--- config.mk ---
export PLATFORM = sky130hd
export DESIGN_NAME = scss_top
export DESIGN_NICKNAME = d
export VERILOG_FILES = /design/src/rtl/scss_pkg.sv /design/src/rtl/scss_top.sv
export SDC_FILE = /design/constraint.sdc
export NUM_CORES = 1
export LEC_CHECK = 0
export ABC_AREA = 1
export BUFFER_PORTS_ARGS = -buffer_cell sky130_fd_sc_hd__buf_2
export CAP_MARGIN = 0
export CORE_MARGIN = 4
export CORE_UTILIZATION = 61
export DETAILED_ROUTE_END_ITERATION = 10
export GPL_ROUTABILITY_DRIVEN = 0
export PLACE_DENSITY = 0.85
export SLEW_MARGIN = 20
export SYNTH_ARGS = -nofsm -noshare
export SYNTH_HDL_FRONTEND = slang
export SYNTH_SLANG_ARGS = --single-unit
--- constraint.sdc ---
create_clock -name clk_sys -period 5.55 [get_ports clk_sys]
set_input_delay 0 -clock clk_sys [delete_from_list [all_inputs] [get_ports clk_sys]]
set_output_delay 0 -clock clk_sys [all_outputs]
set_load 0.02 [all_outputs]
--- src/rtl/scss_pkg.sv ---
// Constants, register map and carrier types for the switching clock block
package scss_pkg;
   // ==========================================================
   // Clock rates and timing
   localparam int CLK_KHZ = 200000;
   localparam int LF_KHZ = 100;
   localparam int LF_DIV_CYC = CLK_KHZ / LF_KHZ;
   localparam int SS_MOD_KHZ = 24;
   localparam int SS_PERIOD_CYC = CLK_KHZ / SS_MOD_KHZ;
   localparam int HF_DIV = 8;
   localparam int HF_NOM_MHZ = 20;
   localparam int HALF_NUM = CLK_KHZ / 1000 * HF_DIV / 2;
   localparam int HALF_NOM_CYC = HALF_NUM / HF_NOM_MHZ;
   localparam int SS_NARROW_PCT = 5;
   localparam int SS_WIDE_PCT = 10;
   localparam int SS_NARROW_DEV = HALF_NOM_CYC * SS_NARROW_PCT / 100;
   localparam int SS_WIDE_DEV = HALF_NOM_CYC * SS_WIDE_PCT / 100;
   localparam int SS_NARROW_STEP_CYC = SS_PERIOD_CYC / (4 * SS_NARROW_DEV);
   localparam int SS_WIDE_STEP_CYC = SS_PERIOD_CYC / (4 * SS_WIDE_DEV);
   // ==========================================================
   // Sync input bands
   localparam int B0_FMIN_KHZ = 2000;
   localparam int B0_FMAX_KHZ = 3000;
   localparam int B1_FMIN_KHZ = 333;
   localparam int B1_FMAX_KHZ = 500;
   localparam int B0_PMIN = (CLK_KHZ + B0_FMAX_KHZ - 1) / B0_FMAX_KHZ;
   localparam int B0_PMAX = CLK_KHZ / B0_FMIN_KHZ;
   localparam int B1_PMIN = (CLK_KHZ + B1_FMAX_KHZ - 1) / B1_FMAX_KHZ;
   localparam int B1_PMAX = CLK_KHZ / B1_FMIN_KHZ;
   localparam int PLL_MULT_B0 = 1;
   localparam int PLL_MULT_B1 = 6;
   // ==========================================================
   // Register map
   localparam logic [7:0] ADDR_CTRL = 8'h00;
   localparam logic [7:0] ADDR_STATUS = 8'h04;
   localparam logic [7:0] ADDR_EVENT = 8'h08;
   localparam logic [7:0] ADDR_MASK = 8'h0c;
   localparam int CTRL_SPREAD_EN_BIT = 0;
   localparam int CTRL_WIDTH_BIT = 1;
   localparam int CTRL_SYNC_EN_BIT = 2;
   localparam int CTRL_BAND_BIT = 3;
   localparam int CTRL_OUT_EN_BIT = 4;
   localparam int CTRL_TUNE_LSB = 8;
   localparam int EVENT_FAULT_BIT = 0;
   localparam int MASK_FAULT_BIT = 0;
   localparam logic [3:0] TUNE_RST = 4'h0;
   localparam logic MASK_RST = 1'b0;
   // ==========================================================
   // Types
   typedef struct packed {
      logic [3:0] tune;
      logic out_en;
      logic band;
      logic sync_en;
      logic width;
      logic spread_en;
   } scss_ctrl_t;
   typedef struct packed {
      logic pll_on;
      logic spread_on;
      logic ext_used;
      logic fault_live;
   } scss_status_t;
   typedef enum {SRC_INT, SRC_EXT} scss_src_t;
endpackage : scss_pkg

--- src/rtl/scss_top.sv ---
// Switching clock generator with spread spectrum, sync input check and sync output
// Summary of operation
// - Spread spectrum runs when spread enable is 1, stops at 0
// - Spread enable loads its one-time-programmed default at power-up
// - Width select limits deviation to 5 percent at 0, 10 percent at 1
// - Width select loads its one-time-programmed default at power-up
// - Internal spread modulates at 24 kHz
// - External sync enabled with PLL on suppresses spreading regardless of spread enable
// - Sync default 0 keeps PLL off, internal clock always used
// - Sync default 1 keeps PLL on, reference internal or sync input
// - Band select 0 accepts only 2000 to 3000 kHz
// - Band select 1 accepts only 333 to 500 kHz
// - Sync frequency outside the chosen band is invalid
// - Band select loads its one-time-programmed default at power-up
// - Missing or invalid clock: fall back internal, set event, pull interrupt low
// - Live fault bit is 1 while input absent or invalid, else 0
// - Return to external only when event cleared and input valid
// - Sync output held low when disabled, toggles at switching frequency when enabled
// - Sync output enable loads its one-time-programmed default
// - Host may change sync output enable; output stays 2.0 to 3.0 MHz
// - Internal switching frequency is high-frequency clock divided by eight
// - Manual tuning ignored while spreading or external sync
// - Return to external is decided on a 100 kHz tick; fallback acts at once
`timescale 1ns/1ps
module scss_top (
   input wire logic clk_sys,
   input wire logic arst_n,
   input wire logic psel,
   input wire logic penable,
   input wire logic pwrite,
   input wire logic [7:0] paddr,
   input wire logic [31:0] pwdata,
   output logic [31:0] prdata,
   output logic pready,
   output logic pslverr,
   input wire logic ext_sync_input,
   input wire logic otp_spread_enable_default,
   input wire logic otp_spread_width_default,
   input wire logic otp_ext_sync_enable_default,
   input wire logic otp_sync_band_default,
   input wire logic otp_sync_output_default,
   output logic sw_clk_out,
   output logic sync_output,
   output logic pll_enable,
   output logic ext_source_active,
   output logic spread_active,
   output logic irq_out_n
);
   // ==========================================================
   // Reset and strap capture
   logic [1:0] rst_q;
   logic rst_n;
   logic [4:0] otp_s1_q, otp_s2_q;
   logic [1:0] init_q;
   always_ff @(posedge clk_sys or negedge arst_n) begin
      if (!arst_n) begin
         rst_q <= 2'b00;
      end else begin
         rst_q <= {rst_q[0], 1'b1};
      end
   end
   assign rst_n = rst_q[1];
   always_ff @(posedge clk_sys or negedge rst_n) begin
      if (!rst_n) begin
         otp_s1_q <= 5'h00;
         otp_s2_q <= 5'h00;
         init_q <= 2'h0;
      end else begin
         otp_s1_q <= {otp_sync_output_default, otp_sync_band_default, otp_ext_sync_enable_default,
                      otp_spread_width_default, otp_spread_enable_default};
         otp_s2_q <= otp_s1_q;
         if (init_q != 2'h3) begin
            init_q <= init_q + 2'h1;
         end
      end
   end
   wire load_otp = (init_q == 2'h2);

   // ==========================================================
   // Functions
   function automatic logic in_band(input logic [9:0] p, input logic band);
      if (band) begin
         in_band = (p >= 10'(scss_pkg::B1_PMIN)) && (p <= 10'(scss_pkg::B1_PMAX));
      end else begin
         in_band = (p >= 10'(scss_pkg::B0_PMIN)) && (p <= 10'(scss_pkg::B0_PMAX));
      end
   endfunction : in_band

   function automatic logic [9:0] tune_half(input logic [3:0] code);
      unique case (code)
         4'h1: tune_half = 10'(scss_pkg::HALF_NUM / 21);
         4'h2: tune_half = 10'(scss_pkg::HALF_NUM / 22);
         4'h3: tune_half = 10'(scss_pkg::HALF_NUM / 23);
         4'h4: tune_half = 10'(scss_pkg::HALF_NUM / 24);
         4'h9: tune_half = 10'(scss_pkg::HALF_NUM / 16);
         4'ha: tune_half = 10'(scss_pkg::HALF_NUM / 17);
         4'hb: tune_half = 10'(scss_pkg::HALF_NUM / 18);
         4'hc: tune_half = 10'(scss_pkg::HALF_NUM / 19);
         default: tune_half = 10'(scss_pkg::HALF_NOM_CYC);
      endcase
   endfunction : tune_half

   // ==========================================================
   // Registers and APB slave
   scss_pkg::scss_ctrl_t ctrl_q;
   scss_pkg::scss_status_t stat;
   logic pll_on_q, event_q, mask_q;
   logic pready_q, pslverr_q;
   logic [31:0] prdata_q;
   wire access = psel & penable & ~pready_q;
   wire take = psel & penable & pready_q;
   wire wr = take & pwrite;
   wire hit_ctrl = (paddr == scss_pkg::ADDR_CTRL);
   wire hit_stat = (paddr == scss_pkg::ADDR_STATUS);
   wire hit_evt = (paddr == scss_pkg::ADDR_EVENT);
   wire hit_mask = (paddr == scss_pkg::ADDR_MASK);
   wire mapped = hit_ctrl | hit_stat | hit_evt | hit_mask;
   wire evt_clr = wr & hit_evt & pwdata[scss_pkg::EVENT_FAULT_BIT];
   wire [31:0] rd_word = hit_ctrl ? {20'h00000, ctrl_q.tune, 3'h0, ctrl_q[4:0]} :
                         hit_stat ? {28'h0000000, stat} :
                         hit_evt ? {31'h00000000, event_q} :
                         hit_mask ? {31'h00000000, mask_q} : 32'h00000000;
   wire [4:0] ctrl_wbits = {pwdata[scss_pkg::CTRL_OUT_EN_BIT], pwdata[scss_pkg::CTRL_BAND_BIT],
                            pwdata[scss_pkg::CTRL_SYNC_EN_BIT], pwdata[scss_pkg::CTRL_WIDTH_BIT],
                            pwdata[scss_pkg::CTRL_SPREAD_EN_BIT]};

   always_ff @(posedge clk_sys or negedge rst_n) begin
      if (!rst_n) begin
         pready_q <= 1'b0;
         pslverr_q <= 1'b0;
         prdata_q <= 32'h00000000;
      end else begin
         pready_q <= access;
         pslverr_q <= access & ~mapped;
         if (access) begin
            prdata_q <= pwrite ? 32'h00000000 : rd_word;
         end
      end
   end

   always_ff @(posedge clk_sys or negedge rst_n) begin
      if (!rst_n) begin
         ctrl_q <= '{tune: scss_pkg::TUNE_RST, default: 1'b0};
         pll_on_q <= 1'b0;
         mask_q <= scss_pkg::MASK_RST;
      end else if (load_otp) begin
         ctrl_q.spread_en <= otp_s2_q[0];
         ctrl_q.width <= otp_s2_q[1];
         ctrl_q.sync_en <= otp_s2_q[2];
         pll_on_q <= otp_s2_q[2];
         ctrl_q.band <= otp_s2_q[3];
         ctrl_q.out_en <= otp_s2_q[4];
      end else if (wr && hit_ctrl) begin
         ctrl_q <= {pwdata[scss_pkg::CTRL_TUNE_LSB +: 4], ctrl_wbits};
      end else if (wr && hit_mask) begin
         mask_q <= pwdata[scss_pkg::MASK_FAULT_BIT];
      end
   end

   // ==========================================================
   // Low frequency control tick
   logic [10:0] lf_cnt_q;
   logic lf_tick_q;
   always_ff @(posedge clk_sys or negedge rst_n) begin
      if (!rst_n) begin
         lf_cnt_q <= 11'h000;
         lf_tick_q <= 1'b0;
      end else begin
         lf_tick_q <= (lf_cnt_q == 11'(scss_pkg::LF_DIV_CYC - 1));
         lf_cnt_q <= (lf_cnt_q == 11'(scss_pkg::LF_DIV_CYC - 1)) ? 11'h000 : lf_cnt_q + 11'h001;
      end
   end

   // ==========================================================
   // Sync input measurement
   logic ext_s1_q, ext_s2_q, ext_s3_q;
   logic [9:0] per_q, meas_q;
   logic fault_live_q;
   wire rise = ext_s2_q & ~ext_s3_q;
   wire [9:0] pmax = ctrl_q.band ? 10'(scss_pkg::B1_PMAX) : 10'(scss_pkg::B0_PMAX);
   wire timeout = (per_q > pmax);
   always_ff @(posedge clk_sys or negedge rst_n) begin
      if (!rst_n) begin
         ext_s1_q <= 1'b0;
         ext_s2_q <= 1'b0;
         ext_s3_q <= 1'b0;
         per_q <= 10'h000;
         meas_q <= 10'h000;
         fault_live_q <= 1'b1;
      end else begin
         ext_s1_q <= ext_sync_input;
         ext_s2_q <= ext_s1_q;
         ext_s3_q <= ext_s2_q;
         if (rise) begin
            per_q <= 10'h001;
            meas_q <= per_q;
         end else if (per_q != 10'h3ff) begin
            per_q <= per_q + 10'h001;
         end
         if (timeout) begin
            fault_live_q <= 1'b1;
         end else if (rise) begin
            fault_live_q <= ~in_band(per_q, ctrl_q.band);
         end
      end
   end

   // ==========================================================
   // Source selection and fault event
   scss_pkg::scss_src_t src_q;
   // External path only with PLL running
   wire sync_active = ctrl_q.sync_en & pll_on_q;
   wire fault_set = (src_q == scss_pkg::SRC_EXT) & fault_live_q & sync_active;
   always_ff @(posedge clk_sys or negedge rst_n) begin
      if (!rst_n) begin
         src_q <= scss_pkg::SRC_INT;
         event_q <= 1'b0;
      end else begin
         // Sticky event, set wins over clear
         event_q <= fault_set | (event_q & ~evt_clr);
         unique case (src_q)
            scss_pkg::SRC_INT: begin
               // Return on tick once cleared and valid
               if (lf_tick_q && sync_active && !event_q && !fault_live_q) begin
                  src_q <= scss_pkg::SRC_EXT;
               end
            end
            scss_pkg::SRC_EXT: begin
               if (!sync_active || fault_live_q) begin
                  src_q <= scss_pkg::SRC_INT;
               end
            end
         endcase
      end
   end

   // ==========================================================
   // Spread triangle
   logic signed [3:0] tri_q;
   logic up_q;
   logic [10:0] step_q;
   wire spread_on = ctrl_q.spread_en & ~sync_active;
   wire signed [3:0] dev = ctrl_q.width ? 4'(scss_pkg::SS_WIDE_DEV) : 4'(scss_pkg::SS_NARROW_DEV);
   wire signed [3:0] dev_lim = 4'(scss_pkg::SS_WIDE_DEV);
   // Step length sets 24 kHz triangle
   wire [10:0] step_end = ctrl_q.width ? 11'(scss_pkg::SS_WIDE_STEP_CYC - 1) :
                          11'(scss_pkg::SS_NARROW_STEP_CYC - 1);
   always_ff @(posedge clk_sys or negedge rst_n) begin
      if (!rst_n) begin
         tri_q <= 4'sh0;
         up_q <= 1'b1;
         step_q <= 11'h000;
      end else if (!spread_on) begin
         tri_q <= 4'sh0;
         up_q <= 1'b1;
         step_q <= 11'h000;
      end else if (step_q >= step_end) begin
         step_q <= 11'h000;
         if (up_q && tri_q >= dev) begin
            up_q <= 1'b0;
            tri_q <= tri_q - 4'sh1;
         end else if (!up_q && tri_q <= -dev) begin
            up_q <= 1'b1;
            tri_q <= tri_q + 4'sh1;
         end else begin
            tri_q <= up_q ? tri_q + 4'sh1 : tri_q - 4'sh1;
         end
      end else begin
         step_q <= step_q + 11'h001;
      end
   end

   // ==========================================================
   // Switching clock generator
   logic [9:0] hc_q;
   logic sw_q, sync_out_q, spread_q, irq_n_q;
   // Tuning only when neither spread nor sync
   wire [9:0] half_int = spread_on ? 10'(scss_pkg::HALF_NOM_CYC) + {{6{tri_q[3]}}, tri_q} :
                         tune_half(ctrl_q.tune);
   wire [9:0] half_ext = ctrl_q.band ? 10'(meas_q / 10'(2 * scss_pkg::PLL_MULT_B1)) :
                         10'(meas_q / 10'(2 * scss_pkg::PLL_MULT_B0));
   wire [9:0] half_sel = (src_q == scss_pkg::SRC_EXT) ? half_ext : half_int;
   wire toggle = (hc_q <= 10'h001);
   always_ff @(posedge clk_sys or negedge rst_n) begin
      if (!rst_n) begin
         hc_q <= 10'(scss_pkg::HALF_NOM_CYC);
         sw_q <= 1'b0;
         sync_out_q <= 1'b0;
         spread_q <= 1'b0;
         irq_n_q <= 1'b1;
      end else begin
         if (toggle) begin
            hc_q <= half_sel;
            sw_q <= ~sw_q;
            sync_out_q <= ~sw_q & ctrl_q.out_en;
         end else begin
            hc_q <= hc_q - 10'h001;
         end
         spread_q <= spread_on;
         irq_n_q <= ~(event_q & ~mask_q);
      end
   end

   assign stat = '{pll_on: pll_on_q, spread_on: spread_q,
                   ext_used: (src_q == scss_pkg::SRC_EXT), fault_live: fault_live_q};
   assign prdata = prdata_q;
   assign pready = pready_q;
   assign pslverr = pslverr_q;
   assign sw_clk_out = sw_q;
   assign sync_output = sync_out_q;
   assign pll_enable = pll_on_q;
   assign ext_source_active = (src_q == scss_pkg::SRC_EXT);
   assign spread_active = spread_q;
   assign irq_out_n = irq_n_q;
endmodule : scss_top

Word level (Yosys, flattened, before mapping)
Memories as Yosys holds them, arrays and structs flattened.
Cells that the tools add are included.
Widths: inputs -> output; s select.
{"block": "classes", "add_sub_neg": 9, "div_mod_pow": 1, "n_lt_le_gt_ge": 9, "n_eq_ne": 13, "muxes": 36, "bitwise": 30, "reduce_logical": 23}
{"cell": "$mux 10", "n": 7}
{"cell": "$mux 32", "n": 2}
{"cell": "$pmux 32 s2", "n": 1}
{"cell": "$mux 11", "n": 4}
{"cell": "$eq 32x1->1 const B", "n": 1}
{"cell": "$eq 32x2->1 const B", "n": 1}
{"cell": "$logic_not 32->1", "n": 1}
{"cell": "$mux 12", "n": 2}
{"cell": "$mux 4", "n": 6}
{"cell": "$add 11x1->11 const B", "n": 2}
{"cell": "$eq 8x4->1 const B", "n": 2}
{"cell": "$and 1x1->1", "n": 15}
{"cell": "$eq 11x11->1 const B", "n": 1}
{"cell": "$ge 11x11->1", "n": 1}
{"cell": "$mux 1", "n": 11}
{"cell": "$not 1->1", "n": 11}
{"cell": "$add 10x1->10 const B", "n": 1}
{"cell": "$div 10x4->10 const B", "n": 1}
{"cell": "$ge 10x7->1 const B", "n": 1}
{"cell": "$ge 10x9->1 const B", "n": 1}
{"cell": "$gt 10x10->1", "n": 1}
{"cell": "$le 10x1->1 const B", "n": 1}
{"cell": "$le 10x10->1 const B", "n": 1}
{"cell": "$le 10x7->1 const B", "n": 1}
{"cell": "24 further kinds", "n": 45}
{"block": "totals", "regBits": 158, "mem_bits_ro": 80, "input_bits": 51, "output_inout_bits": 40, "wordCells": 155, "mem_count": 1}
{"name": "(no name shown)", "words": 16, "word_bits": 5, "rd": 1, "rd_clocked_by_memory_dff": 0, "wr": 0, "line_no": "scss_top.sv:90", "rtl": "unique case (code)"}

Logic depth before layout (Yosys ltp)
Gate-level depths: netlist of the first run.
{"block": "logic_depth", "ltp_word": 8, "ltp_mapped": 20, "mapped_depth_nobuf": 20}

Least setup slack after synthesis of the first run
No wires, ideal clock.
{"block": "synth_path", "path_type": "reg2reg", "startpoint": "register ctrl_q[1] in the netlist's numbering", "endpoint": "register tri_q[1]", "setup_ns": 0.133, "arrival_time_ns": 1.866, "t_required_ns": 5.417, "slack_ns": 3.551, "stages_incl_launch_ff": 13, "synth_period_minus_slack_ns": 1.999, "cell_sequence": "dfrtp_1 inv_1 ha_1 inv_1 a21oi_1 o21ai_0 nand2_1 nand2_1 a41oi_1 o21ai_0 nand2_1 clkbuf_1 o22ai_1"}
{"block": "synth_via", "elab_chain_len": 8, "word_cells_on_any_way": 13, "cone_classes": "1 x add/sub; 3 x order compare; 1 x eq/ne; 6 x mux; 2 x reduce/logical"}
{"element": "start: declaration", "line_no": "scss_top.sv:105", "rtl": "scss_pkg::scss_ctrl_t ctrl_q;"}
{"element": "start signal: assignment", "line_no": "scss_top.sv:154", "rtl": "ctrl_q <= {pwdata[scss_pkg::CTRL_TUNE_LSB +: 4], ctrl_wbits};"}
{"element": "$mux 3", "line_no": "scss_top.sv:243", "rtl": "wire signed [3:0] dev = ctrl_q.width ? 4'(scss_pkg::SS_WIDE_DEV) : 4'(scss_pkg::SS_NARROW_DEV);"}
{"element": "$neg 3->4", "line_no": "scss_top.sv:262", "rtl": "end else if (!up_q && tri_q <= -dev) begin"}
{"element": "$le 4x4->1", "line_no": "scss_top.sv:262"}
{"element": "$logic_and 1x1->1", "line_no": "scss_top.sv:262"}
{"element": "$mux 4", "line_no": "scss_top.sv:262"}
{"element": "$mux 4", "line_no": "scss_top.sv:259", "rtl": "if (up_q && tri_q >= dev) begin"}
{"element": "$mux 4", "line_no": "scss_top.sv:257", "rtl": "end else if (step_q >= step_end) begin"}
{"element": "$mux 4", "line_no": "scss_top.sv:253", "rtl": "end else if (!spread_on) begin"}
{"element": "end signal: assignment", "line_no": "scss_top.sv:261", "rtl": "tri_q <= tri_q - 4'sh1;"}
{"element": "end signal: assignment", "line_no": "scss_top.sv:264", "rtl": "tri_q <= tri_q + 4'sh1;"}
{"element": "end signal: assignment", "line_no": "scss_top.sv:266", "rtl": "tri_q <= up_q ? tri_q + 4'sh1 : tri_q - 4'sh1;"}
{"element": "end: declaration", "line_no": "scss_top.sv:239", "rtl": "logic signed [3:0] tri_q;"}
Parallel ways exist; a longest one is shown, timed or not. The select of a mux whose other input is x is not followed.
A chain may end at the register's enable or synchronous reset.

Final worst setup path of the first run
{"block": "layout_path", "startpoint": "register ctrl_q[1] in the netlist's numbering", "endpoint": "register tri_q[2]"}
Same word-level chain as after synthesis.

==> summary.md, run 1 <==
| Metric | Value |
|---|---|
| Status | completed |
| Reg2Reg Depth | 12 |
| Number of global-route vias before repair | between 4000 and 5000 |
| Core region area | between 8000 and 9000 um2 |
| I/O pins | 91 |
| Static leakage | 0.00304 uW |
| Synth Area in Compound Gates | 15.0% |
| Reg2reg setup slack | 2.79 ns |
| PwrDens | 267 nW/um2 |
| Peak VDD IR | 141 uV |
| Unique cell type count in the Yosys netlist | 50 |
| Hold Path Origin | pwrite |
| 1st-iter DRT viols | around 260 |
| Post-Place Cells | 790 |
| Post-synth top area share | 44.8% |
| Predominant post-synthesis flop cell | dfrtp_1 |
| Post-detailed-placement half-perimeter wirelength | 7.88 mm |
| Max-slew headroom at the worst pin | roughly half |
| Commonest non-fill, non-tap cell in the layout | nand2_1 |
| Hold Vio Cnt, Final | 0 |
| Clock group share of total power | 30.0% |
| RSZ-0062 raised after global routing | no |
| Yosys Warn Count | 0 |
| Largest net degree at the start of global routing | 90 |
| M2 GR Usage | 42.0% |
| Ranking of synthesized cells by area | dfrtp_1 (45%), nand2_1 (8.0%), ha_1 (6.2%), inv_1 (6.0%), nor2_1 (4.4%) |
| Mapped Cells | approximately 640 |
| EDFF count, synth | 0 |
| Die area | 10600 um2 |
| Root Driver | clkbuf_8 |
| Min Tclk post-route | 2.76 ns |
| #FFs+latches synth | 103 |
| Simple-gate share of the synthesized area | between 10% and 20% |
| Drt via density | 5.45 |
| Fin util | around 71% |
| Grt met3 use | approximately 3.7% |
| Fmax | approximately 360 MHz |
| Max FO, Critical Path | 18 |
| Hold-critical path depth | 4 |
| TritonCTS clock tree | done |
| Post-DRT Antenna Nets | 0 |
| Initial core utilization | 62.8% |
| Layout area overhead | 12.6% |
| Clock buffer depth | 2 |
| Die Width | roughly 100 um |
| Asr flop ratio synth | 100% |
| Adder-cell area share of the yosys netlist | 6.17% |
| WL final | 11.8 mm |
| Final Skew | 0.00642 ns |
| Site Rows | 34 |
| Initial antenna violation count | 0 |
| Most frequent cells in the layout | nand2_1 (116), dfrtp_1 (97), inv_1 (88), nor2_1 (64), o21ai_0 (46) |
| Max cap viols | 0 |
| Final Setup Violations | 0 |
| H-tree depth | 3 |
| Die Height | 103 um |
| Net Sw Power | a little over 500 uW |
| GR peak layer | met2 |
| Netlist Area Pre-Place | 5470 um2 |
| Crit start category | flip-flop |
| Skew-Pair Late Insertion Delay | 0.37 ns |
| Crit path capture type | flip-flop |
| Global-route wire length before repair | 19.8 mm |
| Final net count | slightly below 800 |
| Kind of critical path | reg -> reg |
| FF-to-FF Start | ctrl_q[1]$_DFFE_PN0N_ |
| Worst EP required | 5.79 ns |
| CTS clock-pin slew for the worst setup and hold paths | 0.10 ns |
| Min-Delay Path Class | in -> reg |
| XOR/XNOR Fraction of Synth Area | 2.40% |
| Crit path DAT | 3.00 ns |
| Sequential-to-total area share from yosys stat | a little under half |
| Synth area leader | dfrtp_1 |
| Internal power contribution | 1130 uW |
| Post-cts repair resize count | 0 |
| Reg power frac | 51.7% |
| CTS Sinks | around 100 |
| Switching share of power | 31.4% |
| Worst Tran Pin Value | 0.778 ns |
| Finished Layout Cells | 827 |
| Setup TNS | 0 ns |
| Grt total ovfl | 0 |
| WHS Endpoint | prdata[3]$_DFFE_PN0P_ |
| Period utilization | roughly half |
| TritonRoute pass-1 iters | 5 |
| GRT Total Usage | 23.7% |
| Comb power frac | a little under a fifth |
| Fin. max-slew vios | 0 |
| Vias after detailed routing | 4510 |
| Buffer count from post-CTS setup fixing | 0 |
| Layout cells sized above 1 | 11.8% |
| Largest family of logic cells by synthesized area | simple AND/OR/NAND/NOR gates |
| Total power | 1650 uW |
| Antenna fix cells | 0 |
| Drt drc | 0 |
| GRT met1 Usage | 30.0% |
| Synthesized area per cell | 8.54 um2 |
| Reg2reg end | tri_q[2]$_DFFE_PN0P_ |
| IO Port Bufs | 44 |
| Wire per inst | between 10 and 15 um |
| Multiplexer share of the synthesized area | 0.183% |
| CTS Buf Count | 9 |
-- worst max-delay path, stage by stage (launching register included) --
cell     delay (ns)
dfrtp_1        0.45
inv_1          0.17
ha_1           0.34
inv_1          0.06
a21oi_1        0.12
o21ai_0        0.09
nand2_1        0.07
nand2_1        0.05
a41oi_1        0.14
o21ai_0        0.12
nand2_1        0.46
nand2_1        0.20
o41ai_1        0.37
-- what timing repair did --
item / CTS / global route
endpoints found under the hold margin: 21 / 0
setup endpoints to repair: 0 / 0
hold buffers: 21 / 0
-- registers in the layout (all words and copies together), names as in the netlist, 2 cells and up --
register / flops
per_q: 10
meas_q: 9
lf_cnt_q: 11
tri_q: 4
rst_q: 2
otp_s1_q: 5
ctrl_q: 9
prdata: 9
step_q: 11
init_q: 2
otp_s2_q: 5
hc_q: 10
-- power groups by stage --
stage	clock (uW)	sequential [uW]	combinational, uW
global placement	0	860	256
CTS	504	849	295
global route	533	859	340
finish	495	851	300
detailed placement	0	863	275
floorplan	0	861	212
-- synthesized netlist by cell type (4+ instances only) --
cell type	count
clkbuf_1	4
o21ai_1	4
nand2_1	116
o22ai_1	5
buf_4	23
a21oi_1	35
nand2_2	4
nor3_1	18
xnor2_1	7
dfrtp_1	98
dfstp_2	5
a32o_1	5
nand3_1	19
nand4_1	5
inv_1	88
a211oi_1	4
a31oi_1	9
o21ai_0	46
ha_1	27
nor2_1	64
xor2_1	8
-- how the worst max path moves through the flow --
stage                                     start  slack (ns)                    end  cells past startpoint
after floorplan              rst_q[1]$_DFF_PN0_        2.48  ctrl_q[0]$_DFFE_PN0N_                      0
after global placement    ctrl_q[1]$_DFFE_PN0N_        3.11   tri_q[2]$_DFFE_PN0P_                     12
after detailed placement  ctrl_q[1]$_DFFE_PN0N_        3.06   tri_q[2]$_DFFE_PN0P_                     12
after CTS                 ctrl_q[1]$_DFFE_PN0N_        2.86   tri_q[2]$_DFFE_PN0P_                     12
after global routing      ctrl_q[1]$_DFFE_PN0N_        2.55   tri_q[2]$_DFFE_PN0P_                     12
final                     ctrl_q[1]$_DFFE_PN0N_        2.79   tri_q[2]$_DFFE_PN0P_                     12
-- layer usage --
| layer | share of wire [%] | wire (um) |
|---|---|---|
| met5 | 0 | 0 |
| met4 | 2.1 | 242 |
| met3 | 4.9 | 574 |
| met2 | 51 | 6020 |
| met1 | 42 | 4930 |
-- per-stage QoR --
step | hold slack [ns] | cell area [um2] | setup WS, ns
6_report | 0.0383 | 6160 | 2.79
5_1_grt | 0.0707 | 6160 | 2.55
4_1_cts | 0.0294 | 6160 | 2.86
3_5_place_dp | -0.214 | 5740 | 3.06
3_3_place_gp | -0.215 | 5740 | 3.11
2_1_floorplan | -0.296 | 5560 | 2.48
-- cell families (layout without fill, tap and decap cells) --
group / count (synthesis) / in the layout
XOR/XNOR: 15 / 15
flip-flops: 103 / 103
buffers and inverters: 120 / 176
AND/OR/NAND/NOR: 240 / 240
AO/OA/AOI/OAI: 133 / 133
multiplexers: 1 / 1
other: 2 / 24
adder cells (fa/ha/maj): 27 / 27
-- cell type report --
cell class	instances	area, um2
Fill cell	646	2560
Tap cell	108	135
Multi-Input combinational cell	440	2430
Clock inverter	7	85.1
Sequential cell	103	2590
Clock buffer	9	124
Inverter	93	349
Timing Repair Buffer	67	449
Note: power is estimated with default switching activity, not from simulation.
==> inputs of run 2 (changes only) <==
CORE_UTILIZATION = 51   (was 61)
PLACE_DENSITY = 0.76   (was 0.85)
clock period = 2.5 ns   (was 5.55 ns; I/O delays follow)
==> run 2 against run 1 <==
Compared with the run above:
- hold slack improved by 0.0022 ns
- critical endpoint is now step_q[2]$_DFF_PN0_
- largest power group unchanged
- via count fell by 0.58%
- critical path depth fell by 1
- sequential share of layout area fell by 0.50 points
==> summary.md, run 2 (synthesis results as in run 1) <==
| Metric | Value |
|---|---|
| CTS clock-pin slew for the worst setup and hold paths | 0.10 ns |
| Final Skew | 0.00891 ns |
| Switching share of power | 30.2% |
| Post-cts repair resize count | 0 |
| Grt total ovfl | 0 |
| TritonCTS clock tree | done |
| Core region area | 10400 um2 |
| GRT Total Usage | roughly a fifth |
| RSZ-0062 raised after global routing | no |
| WHS Endpoint | pslverr$_DFF_PN0_ |
| Clock buffer depth | 2 |
| Final Setup Violations | 0 |
| Die area | 12500 um2 |
| Kind of critical path | reg -> reg |
| # fillers | 875 |
| Antenna fix cells | 0 |
| Fmax | between 400 and 500 MHz |
| Hold Vio Cnt, Final | 0 |
| Die Height | 112 um |
| Max-slew headroom at the worst pin | 46.7% |
| Crit path DAT | 2.52 ns |
| Post-detailed-placement half-perimeter wirelength | 8.18 mm |
| Internal power contribution | ~2500 uW |
| Initial antenna violation count | 0 |
| Crit start category | flip-flop |
| Reg2Reg Depth | 11 |
| Hold-critical path depth | 5 |
| WL final | 11.3 mm |
| Reg2reg setup slack | around 0.26 ns |
| Setup WS post-layout | approximately 0.26 ns |
| Drt drc | 0 |
| Number of global-route vias before repair | 4305 |
| Final hold slack | 0.0405 ns |
| Hold Path Origin | paddr[6] |
| Most frequent cells in the layout | nand2_1 (116), dfrtp_1 (97), inv_1 (88), nor2_1 (64), o21ai_0 (46) |
| Comb power frac | around 18% |
| Pre-CTS worst setup slack | 0.303 ns |
| Net Sw Power | 1090 uW |
| Buffer count from post-CTS setup fixing | 0 |
| Global-route wire length before repair | 19.4 mm |
| Worst EP required | ~2.8 ns |
| Reg power frac | 52.3% |
| Site Rows | 37 |
| Crit path capture type | flip-flop |
| CTS Sinks | slightly above 100 |
| Largest net degree at the start of global routing | 78 |
| Clock group share of total power | 30.1% |
| CTS Buf Count | 9 |
| TritonRoute pass-1 iters | 5 |
| Hold buffer count at cts | 19 |
| Max cap viols | 0 |
| Wire per inst | 13.1 um |
| Post-DRT Antenna Nets | 0 |
| IO Port Bufs | between 40 and 50 |
| Worst Tran Pin Value | between 0.7 and 0.8 ns |
| Skew-Pair Late Insertion Delay | 0.37 ns |
| H-tree depth | 3 |
| Max FO, Critical Path | 9 |
| Layout area overhead | 14.0% |
| Layout cells sized above 1 | 12.6% |
| Min Tclk post-route | 2.24 ns |
| Drt via density | roughly 5.2 |
| I/O pins | just over 90 |
| FF-to-FF Start | ctrl_q[1]$_DFFE_PN0N_ |
| Status | completed |
| Commonest non-fill, non-tap cell in the layout | nand2_1 |
| Fin. max-slew vios | 0 |
| 1st-iter DRT viols | 203 |
| Vias after detailed routing | 4484 |
| Static leakage | 0.00307 uW |
| Setup TNS | 0 ns |
| PwrDens | 580 nW/um2 |
| Period utilization | around nine tenths |
| Die Width | around 110 um |
| Reg2reg end | step_q[2]$_DFF_PN0_ |
| Final net count | 797 |
| Min-Delay Path Class | in -> reg |
| Biggest regs | lf_cnt_q (11), step_q (11) |
| Peak VDD IR | between 300 and 400 uV |
| Initial core utilization | 52.8% |
| Root Driver | clkbuf_8 |
-- run 2: cell types whose count changed in the layout (fill, tap and decap cells not counted), sizes merged --
| cell | change |
|---|---|
| buf | +7 |
| clkbuf | +2 |
| dlygate4sd3 | -2 |
| inv | -2 |
-- run 2: metrics by stage --
stage	instances	util, %	power, uW	area, um2
detailed placement	825	56.3	2530	5840
CTS	860	60.2	3650	6240
finish	860	60.2	3620	6240
global route	860	60.2	3810	6240
global placement	825	56.3	2490	5840
floorplan	663	-	2380	5560
-- run 2: final cells by class --
cell class / instances / area, um2 / area share [%]
tap: 136 / 170 / 2.73
timing repair buffer: 72 / 490 / 7.86
inverter: 93 / 349 / 5.60
clock buffer: 11 / 141 / 2.27
multi-input combinational: 440 / 2430 / 39.0
clock inverter: 5 / 65.1 / 1.04
sequential: 103 / 2590 / 41.5
-- run 2: worst max path at each step --
stage,startpoint,end,slack [ns],cells after the start
3_5_place_dp,ctrl_q[1]$_DFFE_PN0N_,step_q[2]$_DFF_PN0_,0.30,12
5_1_grt,meas_q[9]$_DFFE_PN0P_,hc_q[0]$_DFF_PN0_,0.08,17
2_1_floorplan,ctrl_q[1]$_DFFE_PN0N_,tri_q[1]$_DFFE_PN0P_,0.50,12
3_3_place_gp,ctrl_q[1]$_DFFE_PN0N_,step_q[2]$_DFF_PN0_,0.41,12
6_report,ctrl_q[1]$_DFFE_PN0N_,step_q[2]$_DFF_PN0_,0.26,11
4_1_cts,ctrl_q[1]$_DFFE_PN0N_,step_q[2]$_DFF_PN0_,0.24,12
-- run 2: metal layers --
| metal | global-route usage (%) | vias up | routed length (um) |
|---|---|---|---|
| met1 | 24.0 | 2110 | 5060 |
| met2 | 32.1 | 124 | 5450 |
| li1 | - | 2231 | - |
| met3 | 3.53 | 19 | 528 |
| met5 | 0 | - | 0 |
| met4 | 6.08 | 0 | 255 |
-- run 2: worst max-delay path, stage by stage (launching register included) --
cell,delay [ns]
dfrtp_1,0.45
inv_1,0.08
buf_4,0.16
ha_1,0.29
o21ai_0,0.07
nand2_1,0.07
nand2_1,0.06
a41oi_1,0.09
o21ai_0,0.22
nand2_1,0.24
buf_4,0.23
nor3b_1,0.19
-- run 2: power by group through the flow --
stage	Clock (uW)	Combinational, uW	Sequential (uW)
floorplan	0	471	1910
global placement	0	580	1910
detailed placement	0	604	1920
CTS	1120	633	1890
global route	1190	724	1900
finish	1090	635	1890
==> inputs of run 3 (changes only) <==
clock period = 1.82 ns   (was 2.5 ns; I/O delays follow)
==> run 3 against run 2 <==
Compared with the run above:
- the run now ends with negative setup slack left
- power grew 44%
- sequential share of layout area shrank 4.8 points
- clock-buffer cell count is the same
- routed wire length rose by 15%
- die area unchanged
- final cell count up 7.7%
- via count is 8.9% higher
- design area grew 13%
- hold slack improved by 0.019 ns
- critical path type unchanged
- largest power group unchanged
- highest routed layer unchanged
==> summary.md, run 3 (synthesis results as in run 1) <==
| Metric | Value |
|---|---|
| Crit path capture type | flip-flop |
| Biggest regs | lf_cnt_q (11), step_q (11) |
| Layout cells sized above 1 | 28.6% |
| Kind of critical path | reg -> reg |
| WL final | between 10 and 15 mm |
| Min-Delay Path Class | in -> reg |
| Fin util | between 60% and 70% |
| TritonCTS clock tree | done |
| Setup WS post-layout | -0.258 ns |
| Max cap viols | 0 |
| Initial antenna violation count | 0 |
| H-tree depth | 3 |
| I/O pins | 91 |
| Min Tclk post-route | 2.08 ns |
| GRT Total Usage | 21.1% |
| Failing checks | negative setup slack |
| Vias after detailed routing | 4883 |
| Number of global-route vias before repair | ~4800 |
| Crit start category | flip-flop |
| PwrDens | around 740 nW/um2 |
| CTS Sinks | 103 |
| Core region area | ~10000 um2 |
| RSZ-0062 raised after global routing | yes |
| CTS Buf Count | 9 |
| Fin. max-slew vios | 0 |
| Layout area overhead | 29.1% |
| Finished Layout Cells | 926 |
| Final Skew | 0.0137 ns |
| Crit path DAT | approximately 2.4 ns |
| Status | complete, but fails checks |
| Drt drc | 0 |
| Final net count | 863 |
| Static leakage | 0.00345 uW |
| Max FO, Critical Path | 5 |
| Initial core utilization | a little over half |
| Reg2reg setup slack | -0.26 ns |
| Setup TNS | -2.52 ns |
| Die Height | 112 um |
| # fillers | 755 |
| IO Port Bufs | 44 |
| Worst Tran Pin Value | 0.560 ns |
| 1st-iter DRT viols | ~320 |
| TritonRoute pass-1 iters | 4 |
| Die area | 12500 um2 |
| Worst EP required | about 2.1 ns |
| Period utilization | 114% |
| Global-route wire length before repair | 21.9 mm |
| Max-slew headroom at the worst pin | 62.7% |
| Hold Vio Cnt, Final | 0 |
| Site Rows | 37 |
| Wire per inst | 14.1 um |
| Most frequent cells in the layout | nand2_1 (103), dfrtp_1 (97), inv_1 (76), buf_4 (65), nor2_1 (49) |
| Largest net degree at the start of global routing | between 40 and 50 |
| CTS clock-pin slew for the worst setup and hold paths | ~0.1 ns |
| Antenna fix cells | 0 |
| Hold-critical path depth | 5 |
| Reg2Reg Depth | 19 |
| Final hold slack | 0.0597 ns |
| Fmax | ~480 MHz |
| Die Width | 112 um |
| Root Driver | clkbuf_8 |
| Peak VDD IR | ~440 uV |
| Drt via density | 5.27 |
| Clock buffer depth | 2 |
| Post-Place Cells | 867 |
| Skew-Pair Late Insertion Delay | ~0.38 ns |
| Grt total ovfl | 0 |
| Commonest non-fill, non-tap cell in the layout | nand2_1 |
| Final Setup Violations | 19 |
| Post-detailed-placement half-perimeter wirelength | 8.94 mm |
| Post-DRT Antenna Nets | 0 |
==> run 3: cell count changes in the layout (fill, tap and decap cells not counted), moves of 11 or more <==
cell	before	now
inv_2	3	15
nor2_1	64	49
inv_1	88	76
nand2_1	116	103
buf_4	8	65
o21ai_0	46	35
==> run 3: area by class of cell <==
| class | count | area, um2 | area share, % |
|---|---|---|---|
| Multi-Input combinational cell | 440 | 2750 | 39.0 |
| Sequential cell | 103 | 2590 | 36.6 |
| Timing Repair Buffer | 138 | 1020 | 14.4 |
| Inverter | 93 | 349 | 4.94 |
| Tap cell | 136 | 170 | 2.41 |
| Clock buffer | 11 | 141 | 2.00 |
| Clock inverter | 5 | 41.3 | 0.585 |
==> run 3: metrics by stage <==
step / instance area, um2 / total power, uW / worst slack, ns
finish: 7060 / 5210 / -0.258
CTS: 6840 / 5110 / -0.214
floorplan: 5600 / 3290 / -0.00233
detailed placement: 6190 / 3600 / -0.251
global placement: 6190 / 3540 / -0.0799
global route: 7060 / 5470 / -0.456
==> run 3: routing by layer <==
layer  global-route usage [%]  wire (um)  vias to the layer above
met5                        0          0                        -
met4                     9.41        239                        0
met3                     3.75        667                       21
met2                     35.5       6580                      145
met1                     26.7       5540                     2342
li1                         -          -                     2375
==> run 3: path summary, 6_finish.rpt <==
check | startpoint | endpoint
min | paddr[0] | pslverr$_DFF_PN0_
max reg2reg | meas_q[8]$_DFFE_PN0P_ | hc_q[0]$_DFF_PN0_
min in group asynchronous | rst_q[1]$_DFF_PN0_ | step_q[6]$_DFF_PN0_
max | meas_q[8]$_DFFE_PN0P_ | hc_q[0]$_DFF_PN0_
max in group asynchronous | rst_q[1]$_DFF_PN0_ | hc_q[5]$_DFF_PN1_
min reg2reg | rst_q[1]$_DFF_PN0_ | step_q[6]$_DFF_PN0_
==> run 3: power breakdown <==
part	switching (uW)	total, uW	internal [uW]	leakage (uW)
Clock	809	1360	550	0.0000918
Sequential	165	2610	2440	0.00130
Combinational	724	1250	523	0.00206
Total	1700	5210	3510	0.00345
==> run 3: worst max-delay path, cell delays in order (launching register included) <==
cell	delay (ns)
dfrtp_1	0.44
inv_2	0.07
nand2_1	0.06
nand2_1	0.06
nand2_1	0.07
nand2_2	0.07
a21oi_2	0.19
nor2_2	0.06
buf_4	0.14
o21bai_4	0.13
nand3_4	0.11
nand2_4	0.08
nand2_2	0.06
nand2_2	0.09
nand2_2	0.06
nand2_2	0.05
nand2_1	0.04
nand2_1	0.05
nand2_1	0.05
a21oi_2	0.12
==> run 3: repair_timing <==
item	in CTS	in global routing
gates cloned	1	0
hold endpoints to repair	22	0
setup buffers	12	9
setup endpoints to repair	20	35
pin swaps	10	18
hold buffers	22	0
resized for setup	48	49
